**src/ltis_defines.vh**
```
`ifndef LTIS_DEFINES_VH
`define LTIS_DEFINES_VH

// Command codes
`define LTIS_CMD_CONFIG 8'h00
`define LTIS_CMD_UPPER 8'h01
`define LTIS_CMD_LOWER 8'h02
`define LTIS_CMD_POWER 8'h03
`define LTIS_CMD_FLAGS 8'h06

// Configuration word fields
`define LTIS_CFG_SHUTDOWN 0
`define LTIS_CFG_IRQ_EN 1
`define LTIS_CFG_PERS_LO 4
`define LTIS_CFG_PERS_HI 5
`define LTIS_CFG_IT_LO 6
`define LTIS_CFG_IT_HI 9

// Power-saving word fields
`define LTIS_PWR_AUTO_EN 0
`define LTIS_PWR_MODE_LO 1
`define LTIS_PWR_MODE_HI 2

// Flag word fields
`define LTIS_FLAG_BELOW 15
`define LTIS_FLAG_ABOVE 14

// Reset values
`define LTIS_CONFIG_RST 16'h0001
`define LTIS_UPPER_RST 16'hFFFF
`define LTIS_LOWER_RST 16'h0000
`define LTIS_POWER_RST 3'h0

// Integration period codes
`define LTIS_IT_100 4'h0
`define LTIS_IT_200 4'h1
`define LTIS_IT_400 4'h2
`define LTIS_IT_800 4'h3
`define LTIS_IT_50 4'h8
`define LTIS_IT_25 4'hC

// Times in milliseconds
`define LTIS_IT_25_MS 13'd25
`define LTIS_IT_50_MS 13'd50
`define LTIS_IT_100_MS 13'd100
`define LTIS_IT_200_MS 13'd200
`define LTIS_IT_400_MS 13'd400
`define LTIS_IT_800_MS 13'd800
`define LTIS_GAP_BASE_MS 13'd500

// Clock rate and cycles per millisecond
`define LTIS_CLK_KHZ 250000
`define LTIS_MS_CYCLES (`LTIS_CLK_KHZ * 1)

`endif

```
**src/ltis_persist.v**
```verilog
`timescale 1ns/1ps
`include "ltis_defines.vh"

module ltis_persist (
   // Clock and reset
   input wire clk,
   input wire rstn,
   // Sample stream
   input wire sample,
   input wire beyond,
   input wire [1:0] pers_sel,
   // Event
   output reg hit
);
   reg [3:0] run_reg;
   reg [3:0] run_next;
   wire [3:0] need;

   assign need = 4'h1 << pers_sel;

   always @* begin
      run_next = run_reg;
      if (sample) begin
         if (!beyond) begin
            run_next = 4'h0;
         end else if (run_reg < need) begin
            run_next = run_reg + 4'h1;
         end
      end
   end

   always @(posedge clk or negedge rstn) begin
      if (!rstn) begin
         run_reg <= 4'h0;
         hit <= 1'b0;
      end else begin
         run_reg <= run_next;
         // Any miss restarts the run
         hit <= sample && beyond && (run_next >= need);
      end
   end
endmodule

```
**src/ltis_core.v**
```verilog
`timescale 1ns/1ps
`include "ltis_defines.vh"

// Overview of operation
// - Config bit 1 enables the threshold interrupt; zero disables it.
// - Config bits 5:4 select 1, 2, 4 or 8 consecutive qualifying results.
// - Flag sets only after the selected count of results stay beyond limit.
// - Command 01 holds a 16-bit read/write upper limit.
// - Command 02 holds a 16-bit read/write lower limit.
// - Status command 06 bit 15 is the read-only below-limit flag; 13:0 reserved.
// - Status command 06 bit 14 is the read-only above-limit flag.
// - Command 03 bit 0 enables low-power self-timed measurements.
// - Command 03 bits 2:1 select modes 1 to 4, resetting to mode 1.
// - Config bits 9:6 select integration time 25, 50, 100, 200, 400 or 800 ms.
// - Config bit 0 set keeps the light channel shut down.

module ltis_core #(
   parameter integer MS_CYCLES = `LTIS_MS_CYCLES,
   parameter integer DATA_W = 16
) (
   // Clock and reset
   input wire clk,
   input wire rstn,
   // Command port
   input wire [7:0] cmd,
   input wire wr_en,
   input wire [15:0] wr_data,
   input wire rd_en,
   output reg [15:0] rd_data_reg,
   // Converter
   input wire [DATA_W-1:0] light_count,
   output reg integrating_reg,
   output reg sample_reg,
   // Flags as seen by the command port
   output reg below_limit_flag,
   output reg above_limit_flag
);
   localparam [1:0] ST_IDLE = 2'd0;
   localparam [1:0] ST_INTEG = 2'd1;
   localparam [1:0] ST_GAP = 2'd2;

   reg [15:0] light_config;
   reg [15:0] upper_limit_reg;
   reg [15:0] lower_limit_reg;
   reg [2:0] power_reg;
   reg [1:0] state_reg;
   reg [1:0] state_next;
   reg [31:0] tick_reg;
   reg [12:0] ms_reg;
   reg [12:0] ms_next;
   reg [12:0] integ_ms;
   reg [12:0] gap_ms;
   reg [15:0] rd_next;
   reg sample_next;

   wire light_shutdown;
   wire threshold_irq_enable;
   wire [1:0] persistence_count_select;
   wire [3:0] integration_period_select;
   wire low_power_auto_enable;
   wire [1:0] low_power_interval_select;
   wire ms_tick;
   wire flags_read;
   wire [1:0] beyond;
   wire [1:0] hit;
   wire [15:0] flag_word;

   assign light_shutdown = light_config[`LTIS_CFG_SHUTDOWN];
   assign threshold_irq_enable = light_config[`LTIS_CFG_IRQ_EN];
   assign persistence_count_select = light_config[`LTIS_CFG_PERS_HI:`LTIS_CFG_PERS_LO];
   assign integration_period_select = light_config[`LTIS_CFG_IT_HI:`LTIS_CFG_IT_LO];
   assign low_power_auto_enable = power_reg[`LTIS_PWR_AUTO_EN];
   assign low_power_interval_select = power_reg[`LTIS_PWR_MODE_HI:`LTIS_PWR_MODE_LO];
   assign ms_tick = (tick_reg == MS_CYCLES - 1);
   assign flags_read = rd_en && (cmd == `LTIS_CMD_FLAGS);

   // Reserved bits 13:0 read as zero
   assign flag_word = {below_limit_flag, above_limit_flag, 14'h0000};

   // Register writes
   always @(posedge clk or negedge rstn) begin
      if (!rstn) begin
         light_config <= `LTIS_CONFIG_RST;
         upper_limit_reg <= `LTIS_UPPER_RST;
         lower_limit_reg <= `LTIS_LOWER_RST;
         power_reg <= `LTIS_POWER_RST;
      end else if (wr_en) begin
         case (cmd)
            `LTIS_CMD_CONFIG: light_config <= wr_data;
            `LTIS_CMD_UPPER: upper_limit_reg <= wr_data;
            `LTIS_CMD_LOWER: lower_limit_reg <= wr_data;
            `LTIS_CMD_POWER: power_reg <= wr_data[2:0];
            default: power_reg <= power_reg;
         endcase
      end
   end

   // Read data, one cycle after the strobe
   always @* begin
      case (cmd)
         `LTIS_CMD_CONFIG: rd_next = light_config;
         `LTIS_CMD_UPPER: rd_next = upper_limit_reg;
         `LTIS_CMD_LOWER: rd_next = lower_limit_reg;
         `LTIS_CMD_POWER: rd_next = {13'h0000, power_reg};
         `LTIS_CMD_FLAGS: rd_next = flag_word;
         default: rd_next = 16'h0000;
      endcase
   end

   always @(posedge clk or negedge rstn) begin
      if (!rstn) begin
         rd_data_reg <= 16'h0000;
      end else if (rd_en) begin
         rd_data_reg <= rd_next;
      end
   end

   // Integration period lookup
   always @* begin
      case (integration_period_select)
         `LTIS_IT_25: integ_ms = `LTIS_IT_25_MS;
         `LTIS_IT_50: integ_ms = `LTIS_IT_50_MS;
         `LTIS_IT_200: integ_ms = `LTIS_IT_200_MS;
         `LTIS_IT_400: integ_ms = `LTIS_IT_400_MS;
         `LTIS_IT_800: integ_ms = `LTIS_IT_800_MS;
         default: integ_ms = `LTIS_IT_100_MS;
      endcase
      // Gap doubles per mode step
      gap_ms = `LTIS_GAP_BASE_MS << low_power_interval_select;
   end

   // Millisecond prescaler, restarted with each phase
   always @(posedge clk or negedge rstn) begin
      if (!rstn) begin
         tick_reg <= 32'h0000_0000;
      end else if (state_reg == ST_IDLE || ms_tick) begin
         tick_reg <= 32'h0000_0000;
      end else begin
         tick_reg <= tick_reg + 32'h0000_0001;
      end
   end

   // Measurement schedule
   always @* begin
      state_next = state_reg;
      ms_next = ms_reg;
      sample_next = 1'b0;
      case (state_reg)
         ST_IDLE: begin
            if (!light_shutdown) begin
               state_next = ST_INTEG;
               ms_next = 13'd0;
            end
         end
         ST_INTEG: begin
            if (ms_tick) begin
               ms_next = ms_reg + 13'd1;
               if (ms_next >= integ_ms) begin
                  sample_next = 1'b1;
                  ms_next = 13'd0;
                  // Without auto mode the next integration follows at once
                  state_next = low_power_auto_enable ? ST_GAP : ST_INTEG;
               end
            end
         end
         ST_GAP: begin
            if (ms_tick) begin
               ms_next = ms_reg + 13'd1;
               if (ms_next >= gap_ms) begin
                  ms_next = 13'd0;
                  state_next = ST_INTEG;
               end
            end
         end
         default: begin
            state_next = ST_IDLE;
            ms_next = 13'd0;
         end
      endcase
      // Shutdown abandons any phase in progress
      if (light_shutdown) begin
         state_next = ST_IDLE;
         ms_next = 13'd0;
         sample_next = 1'b0;
      end
   end

   always @(posedge clk or negedge rstn) begin
      if (!rstn) begin
         state_reg <= ST_IDLE;
         ms_reg <= 13'd0;
         sample_reg <= 1'b0;
         integrating_reg <= 1'b0;
      end else begin
         state_reg <= state_next;
         ms_reg <= ms_next;
         sample_reg <= sample_next;
         integrating_reg <= (state_next == ST_INTEG);
      end
   end

   // Window compare on the sampled result
   assign beyond[0] = (light_count > upper_limit_reg);
   assign beyond[1] = (light_count < lower_limit_reg);

   genvar g;
   generate
      for (g = 0; g < 2; g = g + 1) begin : g_dir
         ltis_persist u_persist (
            .clk(clk),
            .rstn(rstn),
            .sample(sample_next && threshold_irq_enable),
            .beyond(beyond[g]),
            .pers_sel(persistence_count_select),
            .hit(hit[g])
         );
      end
   endgenerate

   // Sticky flags; a new event wins over the read clear
   always @(posedge clk or negedge rstn) begin
      if (!rstn) begin
         above_limit_flag <= 1'b0;
         below_limit_flag <= 1'b0;
      end else begin
         above_limit_flag <= hit[0] | (above_limit_flag & ~flags_read);
         below_limit_flag <= hit[1] | (below_limit_flag & ~flags_read);
      end
   end
endmodule

```
**config.mk**
```make
export PLATFORM = sky130hd
export DESIGN_NAME = ltis_core
export DESIGN_NICKNAME = d
export VERILOG_FILES = /design/src/ltis_persist.v /design/src/ltis_core.v
export VERILOG_INCLUDE_DIRS = /design/src /design/src/src
export SDC_FILE = /design/constraint.sdc
export NUM_CORES = 1
export LEC_CHECK = 0
export BUFFER_PORTS_ARGS = -buffer_cell sky130_fd_sc_hd__buf_2
export CORE_MARGIN = 4
export CORE_UTILIZATION = 51
export DETAILED_ROUTE_END_ITERATION = 16
export GPL_TIMING_DRIVEN = 1
export PLACE_DENSITY = 0.7
export SLEW_MARGIN = 10
export SYNTH_ARGS = -nofsm -noshare
export SYNTH_HDL_FRONTEND = slang
export SYNTH_HIERARCHICAL = 1
export SYNTH_SLANG_ARGS = --single-unit
```
**constraint.sdc**
```tcl
create_clock -name clk -period 7.4 [get_ports clk]
set_input_delay 2.22 -clock clk [delete_from_list [all_inputs] [get_ports clk]]
set_output_delay 2.22 -clock clk [all_outputs]
set_load 0.1 [all_outputs]
```
## Word-level counts from Yosys, hierarchy flattened

Index checks and enable logic that the tools add are counted.

| word-level totals | value |
|---|---|
| register bits after elaboration | 128 |
| input port bits | 44 |
| output and inout port bits | 20 |
| logic and storage cells | 90 |

| operators by class | value |
|---|---|
| add/subtract/negate cells | 4 |
| order comparisons | 8 |
| equal/unequal tests | 15 |
| shift operators | 2 |
| muxes and demuxes | 26 |
| bitwise logic cells | 5 |
| reduce and logical (&&, ||, !) cells | 14 |

Operators by type and width:

| cell | number |
|---|---|
| 16-bit case mux with 5 select lines | 1 |
| 13-bit 2-to-1 mux | 5 |
| 10-bit case mux with 5 select lines | 1 |
| 32-bit by 1-bit adder with 32-bit output (second input constant) | 1 |
| 32-bit by 18-bit == test with 1-bit output (second input constant) | 1 |
| 32-bit 2-to-1 mux | 1 |
| 13-bit greater-or-equal comparator | 2 |
| 13-bit case mux with 2 select lines | 1 |
| 4-bit 2-to-1 mux | 6 |
| 8-bit by 2-bit == test with 1-bit output (second input constant) | 2 |
| 16-bit greater-than comparator | 1 |
| 16-bit less-than comparator | 1 |
| 13-bit by 1-bit adder with 13-bit output (second input constant) | 1 |
| 9-bit by 2-bit << shifter with 13-bit output (first input constant) | 1 |
| 2-bit 2-to-1 mux | 6 |
| 2-bit AND reduction | 5 |
| 4-bit by 1-bit adder with 4-bit output (second input constant) | 2 |
| 4-bit by 2-bit == test with 1-bit output (second input constant) | 2 |
| 4-bit == test (second input constant) | 2 |
| 8-bit by 1-bit == test with 1-bit output (second input constant) | 1 |
| 8-bit by 3-bit == test with 1-bit output (second input constant) | 1 |
| 4-bit greater-or-equal comparator | 2 |
| 8-bit logical NOT | 1 |
| 4-bit less-than comparator | 2 |
| other kinds (13) | 25 |

## Depth between registers and ports, before layout

Gate-level depths: netlist (run 1).

| depth | value |
|---|---|
| depth in word-level cells | 11 |
| depth in mapped cells | 23 |
| mapped depth without buffers | 23 |

## By module

The synthesis (run 1) kept the hierarchy.

Modules (own cells, without submodules):

| module | instances | cells an instance | area each (um^2) | sequential area each (um^2) |
|---|---|---|---|---|
| ltis_core | 1 | 686 | 6860.3 | 2974.1 |
| ltis_persist | 2 | 47 | 431.7 | 125.1 |

## Least setup slack after synthesis (run 1)

No wires, ideal clock.

| path | value |
|---|---|
| kind | input to register |
| start point | in light_count[1] |
| end point | reg g_dir[0].u_persist.hit |
| library setup time | 0.126 ns |
| arrival | 4.848 ns |
| data required time | 7.274 ns |
| path slack | 2.426 ns |
| cell stages on the path | 16 |
| path buffers | 0 |
| path through | ha_1 -> nor2b_1 -> o21a_1 -> o21ai_0 -> a211o_1 -> o21ai_0 -> a21oi_1 -> a211oi_1 -> nand2_1 -> nor3_1 -> a21oi_1 -> ha_1 -> nand2b_1 -> a21o_1 -> a211oi_1 -> nor3_1 |

| between the ends | value |
|---|---|
| longest elaborated chain between the ends | 5 |
| elaborated cells between the ends (all ways) | 6 |
| those cells by class | order compare (2); mux (2); reduce/logical (2) |

Ends and longest elaborated chain:

| what | line | text |
|---|---|---|
| from (decl) | ltis_core.v:31 | `input wire [DATA_W-1:0] light_count,` |
| 16-bit greater-than comparator (*) | ltis_core.v:203 | `assign beyond[0] = (light_count > upper_limit_reg);` |
| net beyond[0] | ltis_core.v:64 | `wire [1:0] beyond;` |
| 4-bit 2-to-1 mux | ltis_persist.v:24 | `if (!beyond) begin` |
| 4-bit 2-to-1 mux | ltis_persist.v:23 | `if (sample) begin` |
| 4-bit greater-or-equal comparator | ltis_persist.v:39 | `hit <= sample && beyond && (run_next >= need);` |
| 1-bit logical AND (*) | ltis_persist.v:39 |  |
| to (signal assigned) | ltis_persist.v:39 |  |
| to (decl) | ltis_persist.v:13 | `output reg hit` |

The timed path passes the listed nets; every way through them passes the cells marked *.
A chain may end at the register's enable or synchronous reset.

## Worst setup path in the final report (run 1)

Ends and elaborated chain as after synthesis.

==> key figures, run 1 <==
Pwr
  • Maximum vdd drop: 0.000197 V
  • PwrDens: 208 mW/mm^2
  • Leakage power: 4.14 nW
  • Total power draw: 0.00182 W

Drt
  • DRC viols: 0
  • Total wire length: 18.4 mm
  • ANT nets after route: 0
  • TritonRoute pass-1 iters: 7
  • Wire length per cell: 17.6 um
  • Vias per cell: 5.91
  • Vias post-DR: 6,175
  • Iter 0 DRT Violations: 379

Floorplan
  • Initial Utilization: 52.5%
  • Die height: 131 um
  • Core Region: 0.0147 sq mm
  • IO Pins: 64
  • Die area: 0.0172 sq mm
  • Row count: 44
  • Die width: 131 um

Global routing
  • Total global-route track usage: 22.8%
  • Largest net degree at the start of global routing: 70
  • First-pass GRT wire length: 31.1 mm
  • Initial antenna violation count: 2
  • Grt ovf: 0
  • Vias in the first global route: 6,399

Timing
  • FMAX: 193 MHz
  • Slew HR: 35.9%
  • Slew Limit Fails: 0
  • # setup viols final: 0
  • Clock Skew: 0.00579 ns
  • Final worst path period share: 70.1%
  • Final Hold Viols: 0
  • Worst-Margin Slew: 0.956 ns
  • RSZ-0062 raised after global routing: false
  • Minimum clock period: 5.19 ns
  • Setup TNS: 0 ns

Layout
  • Final core utilization: 59.7%
  • Fillers: 1,253
  • Layout net count: 961
  • Layout area overhead: 13.7%
  • Layout Cells excl Fill: 1,044
  • Max reg flops: 32
  • Multi-input logic area: 0.00418 sq mm
  • FF/Latch Area: 0.00322 sq mm
  • Share of cells above drive strength 1: 21.2%

Logic synthesis
  • Post-synthesis async set-or-reset flop share: 100%
  • Syn Inst Count: 780
  • Synthesized area: 0.00772 sq mm
  • Net Count, Synth: 895
  • Number of synthesized flops with an enable pin: 0
  • Share of the synthesized area in the top cell type: 36.0%
  • Seq/Total Area, Yosys: 41.7%
  • Yosys top cell by area: dfrtp_1
  • Synth cell types: 57
  • Most used DFF post-synth: dfrtp_1
  • Synth Area per Inst: 9.90 sq um
  • Ys Warns: 6
  • Number of synthesized register bits: 128
  • Dominant cells by area after synthesis: dfrtp_1 36%, ha_1 12%, mux2_2 7.4%

Worst setup path
  • RR Startpoint: ms_reg[0]$_DFFE_PN0P_
  • Crit path DAT: 5.49 ns
  • Setup crit end kind: register
  • Crit path max fanout: 5
  • CP Data Required Time: 7.70 ns
  • Critical path origin: light_count[1]
  • CP startpoint kind: primary input
  • Crit path kind: in2reg

Clocking
  • Clock Tree Root: clkbuf_16
  • Clock Path Buffers: 2
  • CTS tree: built
  • PostCTS Resize Cnt: 0
  • CTS Hold Buffers Added: 0
  • Sink Count: 128
  • H-tree depth: 4
  • Reg clk slew, reported paths: 0.06 ns
  • CTS Buf Count: 17
  • Setup bufs post-CTS: 0
  • Clk Latency, worst-skew pair: 0.42 ns

Flow run
  • Max_cap viols: 0

Worst hold path
  • Launch point of the worst hold path: g_dir[0].u_persist/hit$_DFF_PN0_
  • Worst hold path type: reg2reg

Place
  • RD Place Congestion: 0.883
  • PortBufs: 63
  • Cells after DPL: 1,011
  • DP HPWL: 13.4 mm

Status
  • Outcome: completed
-- path summary, 6_finish.rpt --
check                                                    to  slack [ns]  cells after the start
max in group asynchronous   lower_limit_reg[11]$_DFFE_PN0P_        4.13                      2
setup reg to reg           g_dir[1].u_persist/hit$_DFF_PN0_        2.62                     19
setup / recovery           g_dir[0].u_persist/hit$_DFF_PN0_        2.21                     17
min in group asynchronous             ms_reg[8]$_DFFE_PN0P_        1.88                      1
hold reg to reg                  above_limit_flag$_DFF_PN0_        0.44                      1
hold / removal                   above_limit_flag$_DFF_PN0_        0.44                      1
-- layer usage --
metal / GRT usage [%] / up-vias / share of wire, %
li1: - / 2969 / -
met1: 29.2 / 3042 / 44
met2: 38.7 / 139 / 50
met3: 5.63 / 23 / 4.5
met4: 6.47 / 2 / 1.5
met5: 0 / - / 0.038
-- cells in the final DEF (no fill, tap or decap), types with 4 or more instances in the layout --
master,netlist,layout
dfstp_2,17,17
nand3_1,27,27
clkbuf_16,0,17
nor3_1,21,21
xnor2_1,14,14
nor2_1,63,63
and3_1,11,11
mux2_2,51,51
clkinv_2,0,7
nor4_1,8,8
o211ai_1,7,7
a22o_1,5,5
buf_2,1,62
xor2_1,17,17
nand2_1,69,69
or3_1,5,5
a222oi_1,16,16
a21o_1,25,25
a211oi_1,17,17
a21boi_0,4,4
or2_2,5,5
o22ai_1,16,16
nand4_1,14,14
a21oi_1,24,24
inv_1,64,64
buf_4,0,5
o21ai_0,16,16
ha_1,71,71
nand2b_1,14,14
dfrtp_1,111,111
-- synth_stat cells (2+ instances only) --
cell / n
and4b_1: 2
nor2_1: 63
a211o_1: 3
o22ai_1: 16
or2_2: 5
nand4_1: 14
a22o_1: 5
dfstp_2: 17
nand2_1: 69
xnor2_1: 14
a21oi_1: 24
a21o_1: 25
o21ai_0: 16
and2_1: 3
a21boi_0: 4
and3_1: 11
o21a_1: 2
o2111ai_2: 2
nor4_1: 8
o2111a_1: 2
nor3b_1: 2
a222oi_1: 16
or2b_1: 2
o211ai_1: 7
o211a_1: 2
mux2_2: 51
nand2b_1: 14
xor2_1: 17
or3_1: 5
or4_1: 3
nor3_1: 21
clkbuf_1: 19
ha_1: 71
dfrtp_1: 111
nand3_1: 27
a211oi_1: 17
nor3_2: 3
inv_1: 64
nor4_2: 3
nor2b_1: 3
-- where the power goes --
part	switching [W]	total, W	internal [W]
Sequential	0.0000360	0.000772	0.000736
Clock	0.000298	0.000773	0.000475
Combinational	0.000182	0.000278	0.0000964
-- critical path: stages --
cell and delay, ns:
buf_2 0.11, ha_1 0.29, nor2b_1 0.15, o21a_1 0.12
o21ai_0 0.08, a211o_1 0.25, o21ai_0 0.16, a21oi_1 0.09
a211oi_1 0.51, nand2_1 0.23, nor3_1 0.26, a21oi_1 0.08
ha_1 0.29, nand2b_1 0.14, a21o_1 0.18, a211oi_1 0.24
nor3_1 0.08
-- through the flow --
step / setup WS (ns) / hold WS [ns] / cell area (sq um)
2_1_floorplan: 2.43 / 0.404 / 7720
3_3_place_gp: 2.00 / 0.433 / 8230
3_5_place_dp: 1.76 / 0.420 / 8230
4_1_cts: 2.20 / 0.447 / 8780
5_1_grt: 1.87 / 0.480 / 8780
6_report: 2.21 / 0.441 / 8780
-- final cells by class --
class	instances	area share, %
diodes	1	0.0285
multi-input cells	568	47.6
clock buffers	21	5.25
clock inverters	11	1.03
inverters	64	2.74
well taps	184	2.62
flip-flops and latches	128	36.7
repair buffers	67	3.96
-- logic make-up after synthesis --
kind of cell	after synthesis	synth area share (%)
AOI/OAI and AO/OA	148	14.0
xor gates and xnor gates	31	3.52
adders and majority gates	71	11.5
buffers and inverters	84	4.10
DFF	128	41.7
muxes	51	7.44
and+or+nand+nor	267	17.7
Power figures use the tool's default switching activity.
==> run 2: changes to the inputs <==
PLACE_DENSITY = 0.72   (was 0.7)
clock period = 4.3 ns   (was 7.4 ns; I/O delays follow)
==> key figures, run 2 (synthesized netlist as in run 1, its figures left out) <==
Clocking
  • Sink Count: 128 (unchanged)
  • H-tree depth: 4 (unchanged)
  • Clock Path Buffers: 2 (unchanged)
  • Reg clk slew, reported paths: 0.06 ns (about the same)
  • CTS tree: built
  • Clk Latency, worst-skew pair: 0.42 ns (about the same)
  • Clock Tree Root: clkbuf_16
  • CTS Buf Count: 17 (unchanged)

Floorplan
  • Die area: 0.0172 sq mm (unchanged)
  • Die height: 131 um (unchanged)
  • Row count: 44 (unchanged)
  • Die width: 131 um (unchanged)
  • IO Pins: 64 (unchanged)
  • Core Region: 0.0147 sq mm (unchanged)
  • Initial Utilization: 52.5% (unchanged)

Worst setup path
  • R2R depth: 22 (+3)
  • Crit path max fanout: 5 (unchanged)
  • CP max stage cell: dfrtp_1
  • CP startpoint kind: register
  • CP Data Required Time: 4.60 ns (-3.10 ns)
  • Crit path kind: reg2reg
  • Crit-path cells: buf_4 -> nand4_1 -> nor2_1 -> nand4_1 -> or2_4 -> nand2_2 -> ha_1 -> nor2b_1 -> a211oi_1 -> buf_4 -> o211ai_1 -> nand3_1 -> nor2_2 -> and2_2 -> nand2_1 -> buf_4 -> nor2_1 -> and3_1 -> a211o_1 -> ha_1 -> a211oi_1 -> nor3_1
  • Crit path max-delay family: simple AND/OR/NAND/NOR gates
  • Crit-path max cell delay: 0.40 ns (-0.11 ns)
  • Crit. path cell count: 22 (+5)
  • Bufs and invs on worst path: 3 (+2)
  • Setup crit end kind: register
  • Crit path DAT: 4.35 ns (-1.14 ns)
  • CP most frequent cell: buf_4

Layout
  • Final core utilization: 61.4% (+1.7 points)
  • Most common cell after layout, fill and taps aside: dfrtp_1
  • Final Instance Area: 0.00903 sq mm (+2.9%)
  • Antenna diode count: 0 (-1)
  • Layout net count: 979 (+1.9%)
  • Commonest cells after routing, fill and taps aside: 109 x dfrtp_1, 70 x ha_1, 67 x nand2_1
  • Share of cells above drive strength 1: 23.9% (+2.8 points)
  • Layout area overhead: 16.9%
  • Max reg flops: 32 (unchanged)
  • Fillers: 1,214 (-3.1%)

Global routing
  • Total global-route track usage: 22.2% (-0.69 points)
  • Largest net degree at the start of global routing: 54 (-23%)
  • Vias in the first global route: 6,167 (-3.6%)
  • Grt ovf: 0 (unchanged)
  • Initial antenna violation count: 2 (unchanged)
  • First-pass GRT wire length: 29.8 mm (-4.1%)

Timing
  • # setup viols final: 0 (unchanged)
  • Worst-Margin Slew: 0.859 ns (-0.0971 ns)
  • Setup TNS: 0 ns (unchanged)
  • Slew Limit Fails: 0 (unchanged)
  • Clock Skew: 0.0109 ns (+0.00516 ns)
  • Final setup margin: 0.255 ns (-1.96 ns)
  • Hold WS: 0.432 ns (-0.00871 ns)
  • Slew HR: 42.4% (+6.5 points)
  • Minimum clock period: 4.05 ns
  • Final Hold Viols: 0 (unchanged)
  • Final worst path period share: 94.1%
  • RSZ-0062 raised after global routing: false
  • FMAX: 247 MHz

Drt
  • Iter 0 DRT Violations: 389 (+2.6%)
  • ANT nets after route: 0 (unchanged)
  • Vias post-DR: 6,136 (-0.63%)
  • DRC viols: 0 (unchanged)
  • Wire length per cell: 16.8 um (-4.9%)
  • Vias per cell: 5.78 (-2.2%)
  • Total wire length: 17.8 mm (-3.3%)
  • TritonRoute pass-1 iters: 7 (unchanged)

Place
  • DP Area: 0.00838 sq mm (+1.9%)
  • RD Place Congestion: 0.817 (-7.4%)
  • Pre-CTS worst setup slack: 0.00129 ns (-1.75 ns)
  • PortBufs: 63 (unchanged)
  • DP HPWL: 12.5 mm (-6.7%)

Worst hold path
  • Worst hold path depth: 1 (unchanged)
  • Worst hold path type: reg2reg

Pwr
  • Maximum vdd drop: 0.000291 V (+48%)
  • Leakage power: 4.25 nW (+2.5%)
  • PwrDens: 365 mW/mm^2 (+76%)

Status
  • Outcome: completed

Flow run
  • Max_cap viols: 0 (unchanged)
run 2: final cells by class:
type	count	area [sq um]	area share, %
Multi-Input combinational cell	568	4240	47.0
Sequential cell	128	3230	35.7
Timing Repair Buffer	85	495	5.49
Clock buffer	20	437	4.84
Inverter	64	240	2.66
Tap cell	184	230	2.55
Clock inverter	12	159	1.76
run 2: worst paths after layout:
kind / startpoint / to / slack [ns]
max: ms_reg[1]$_DFFE_PN0P_ / g_dir[0].u_persist/hit$_DFF_PN0_ / 0.25
min: g_dir[0].u_persist/hit$_DFF_PN0_ / above_limit_flag$_DFF_PN0_ / 0.43
max reg2reg: ms_reg[1]$_DFFE_PN0P_ / g_dir[0].u_persist/hit$_DFF_PN0_ / 0.25
min reg2reg: g_dir[0].u_persist/hit$_DFF_PN0_ / above_limit_flag$_DFF_PN0_ / 0.43
max in group asynchronous: rstn / tick_reg[27]$_DFF_PN0_ / 2.56
min in group asynchronous: rstn / ms_reg[7]$_DFFE_PN0P_ / 0.91
run 2: what timing repair did:
| action | CTS | global route |
|---|---|---|
| setup endpoints to repair | 0 | 2 |
| setup buffers | 0 | 0 |
| hold buffers | 0 | 0 |
| gates resized for setup | 0 | 15 |
run 2: per-stage QoR:
stage	power (W)	std cells
6_report	0.00330	1061
5_1_grt	0.00346	1061
4_1_cts	0.00332	1061
3_5_place_dp	0.00185	1029
3_3_place_gp	0.00183	1029
2_1_floorplan	0.00167	780
run 2: report_power, final:
part / switching (W) / internal, W / total (W)
Sequential: 0.0000549 / 0.00127 / 0.00132
Clock: 0.000548 / 0.000916 / 0.00146
Combinational: 0.000328 / 0.000185 / 0.000513
Total: 0.000930 / 0.00237 / 0.00330
run 2: per-layer routing:
layer,part of all wire [%],vias to the layer above,track usage (%)
li1,-,2995,-
met1,45,2976,28.4
met2,48,127,36.5
met3,4.4,34,5.75
met4,2.1,4,7.56
met5,0.12,-,0
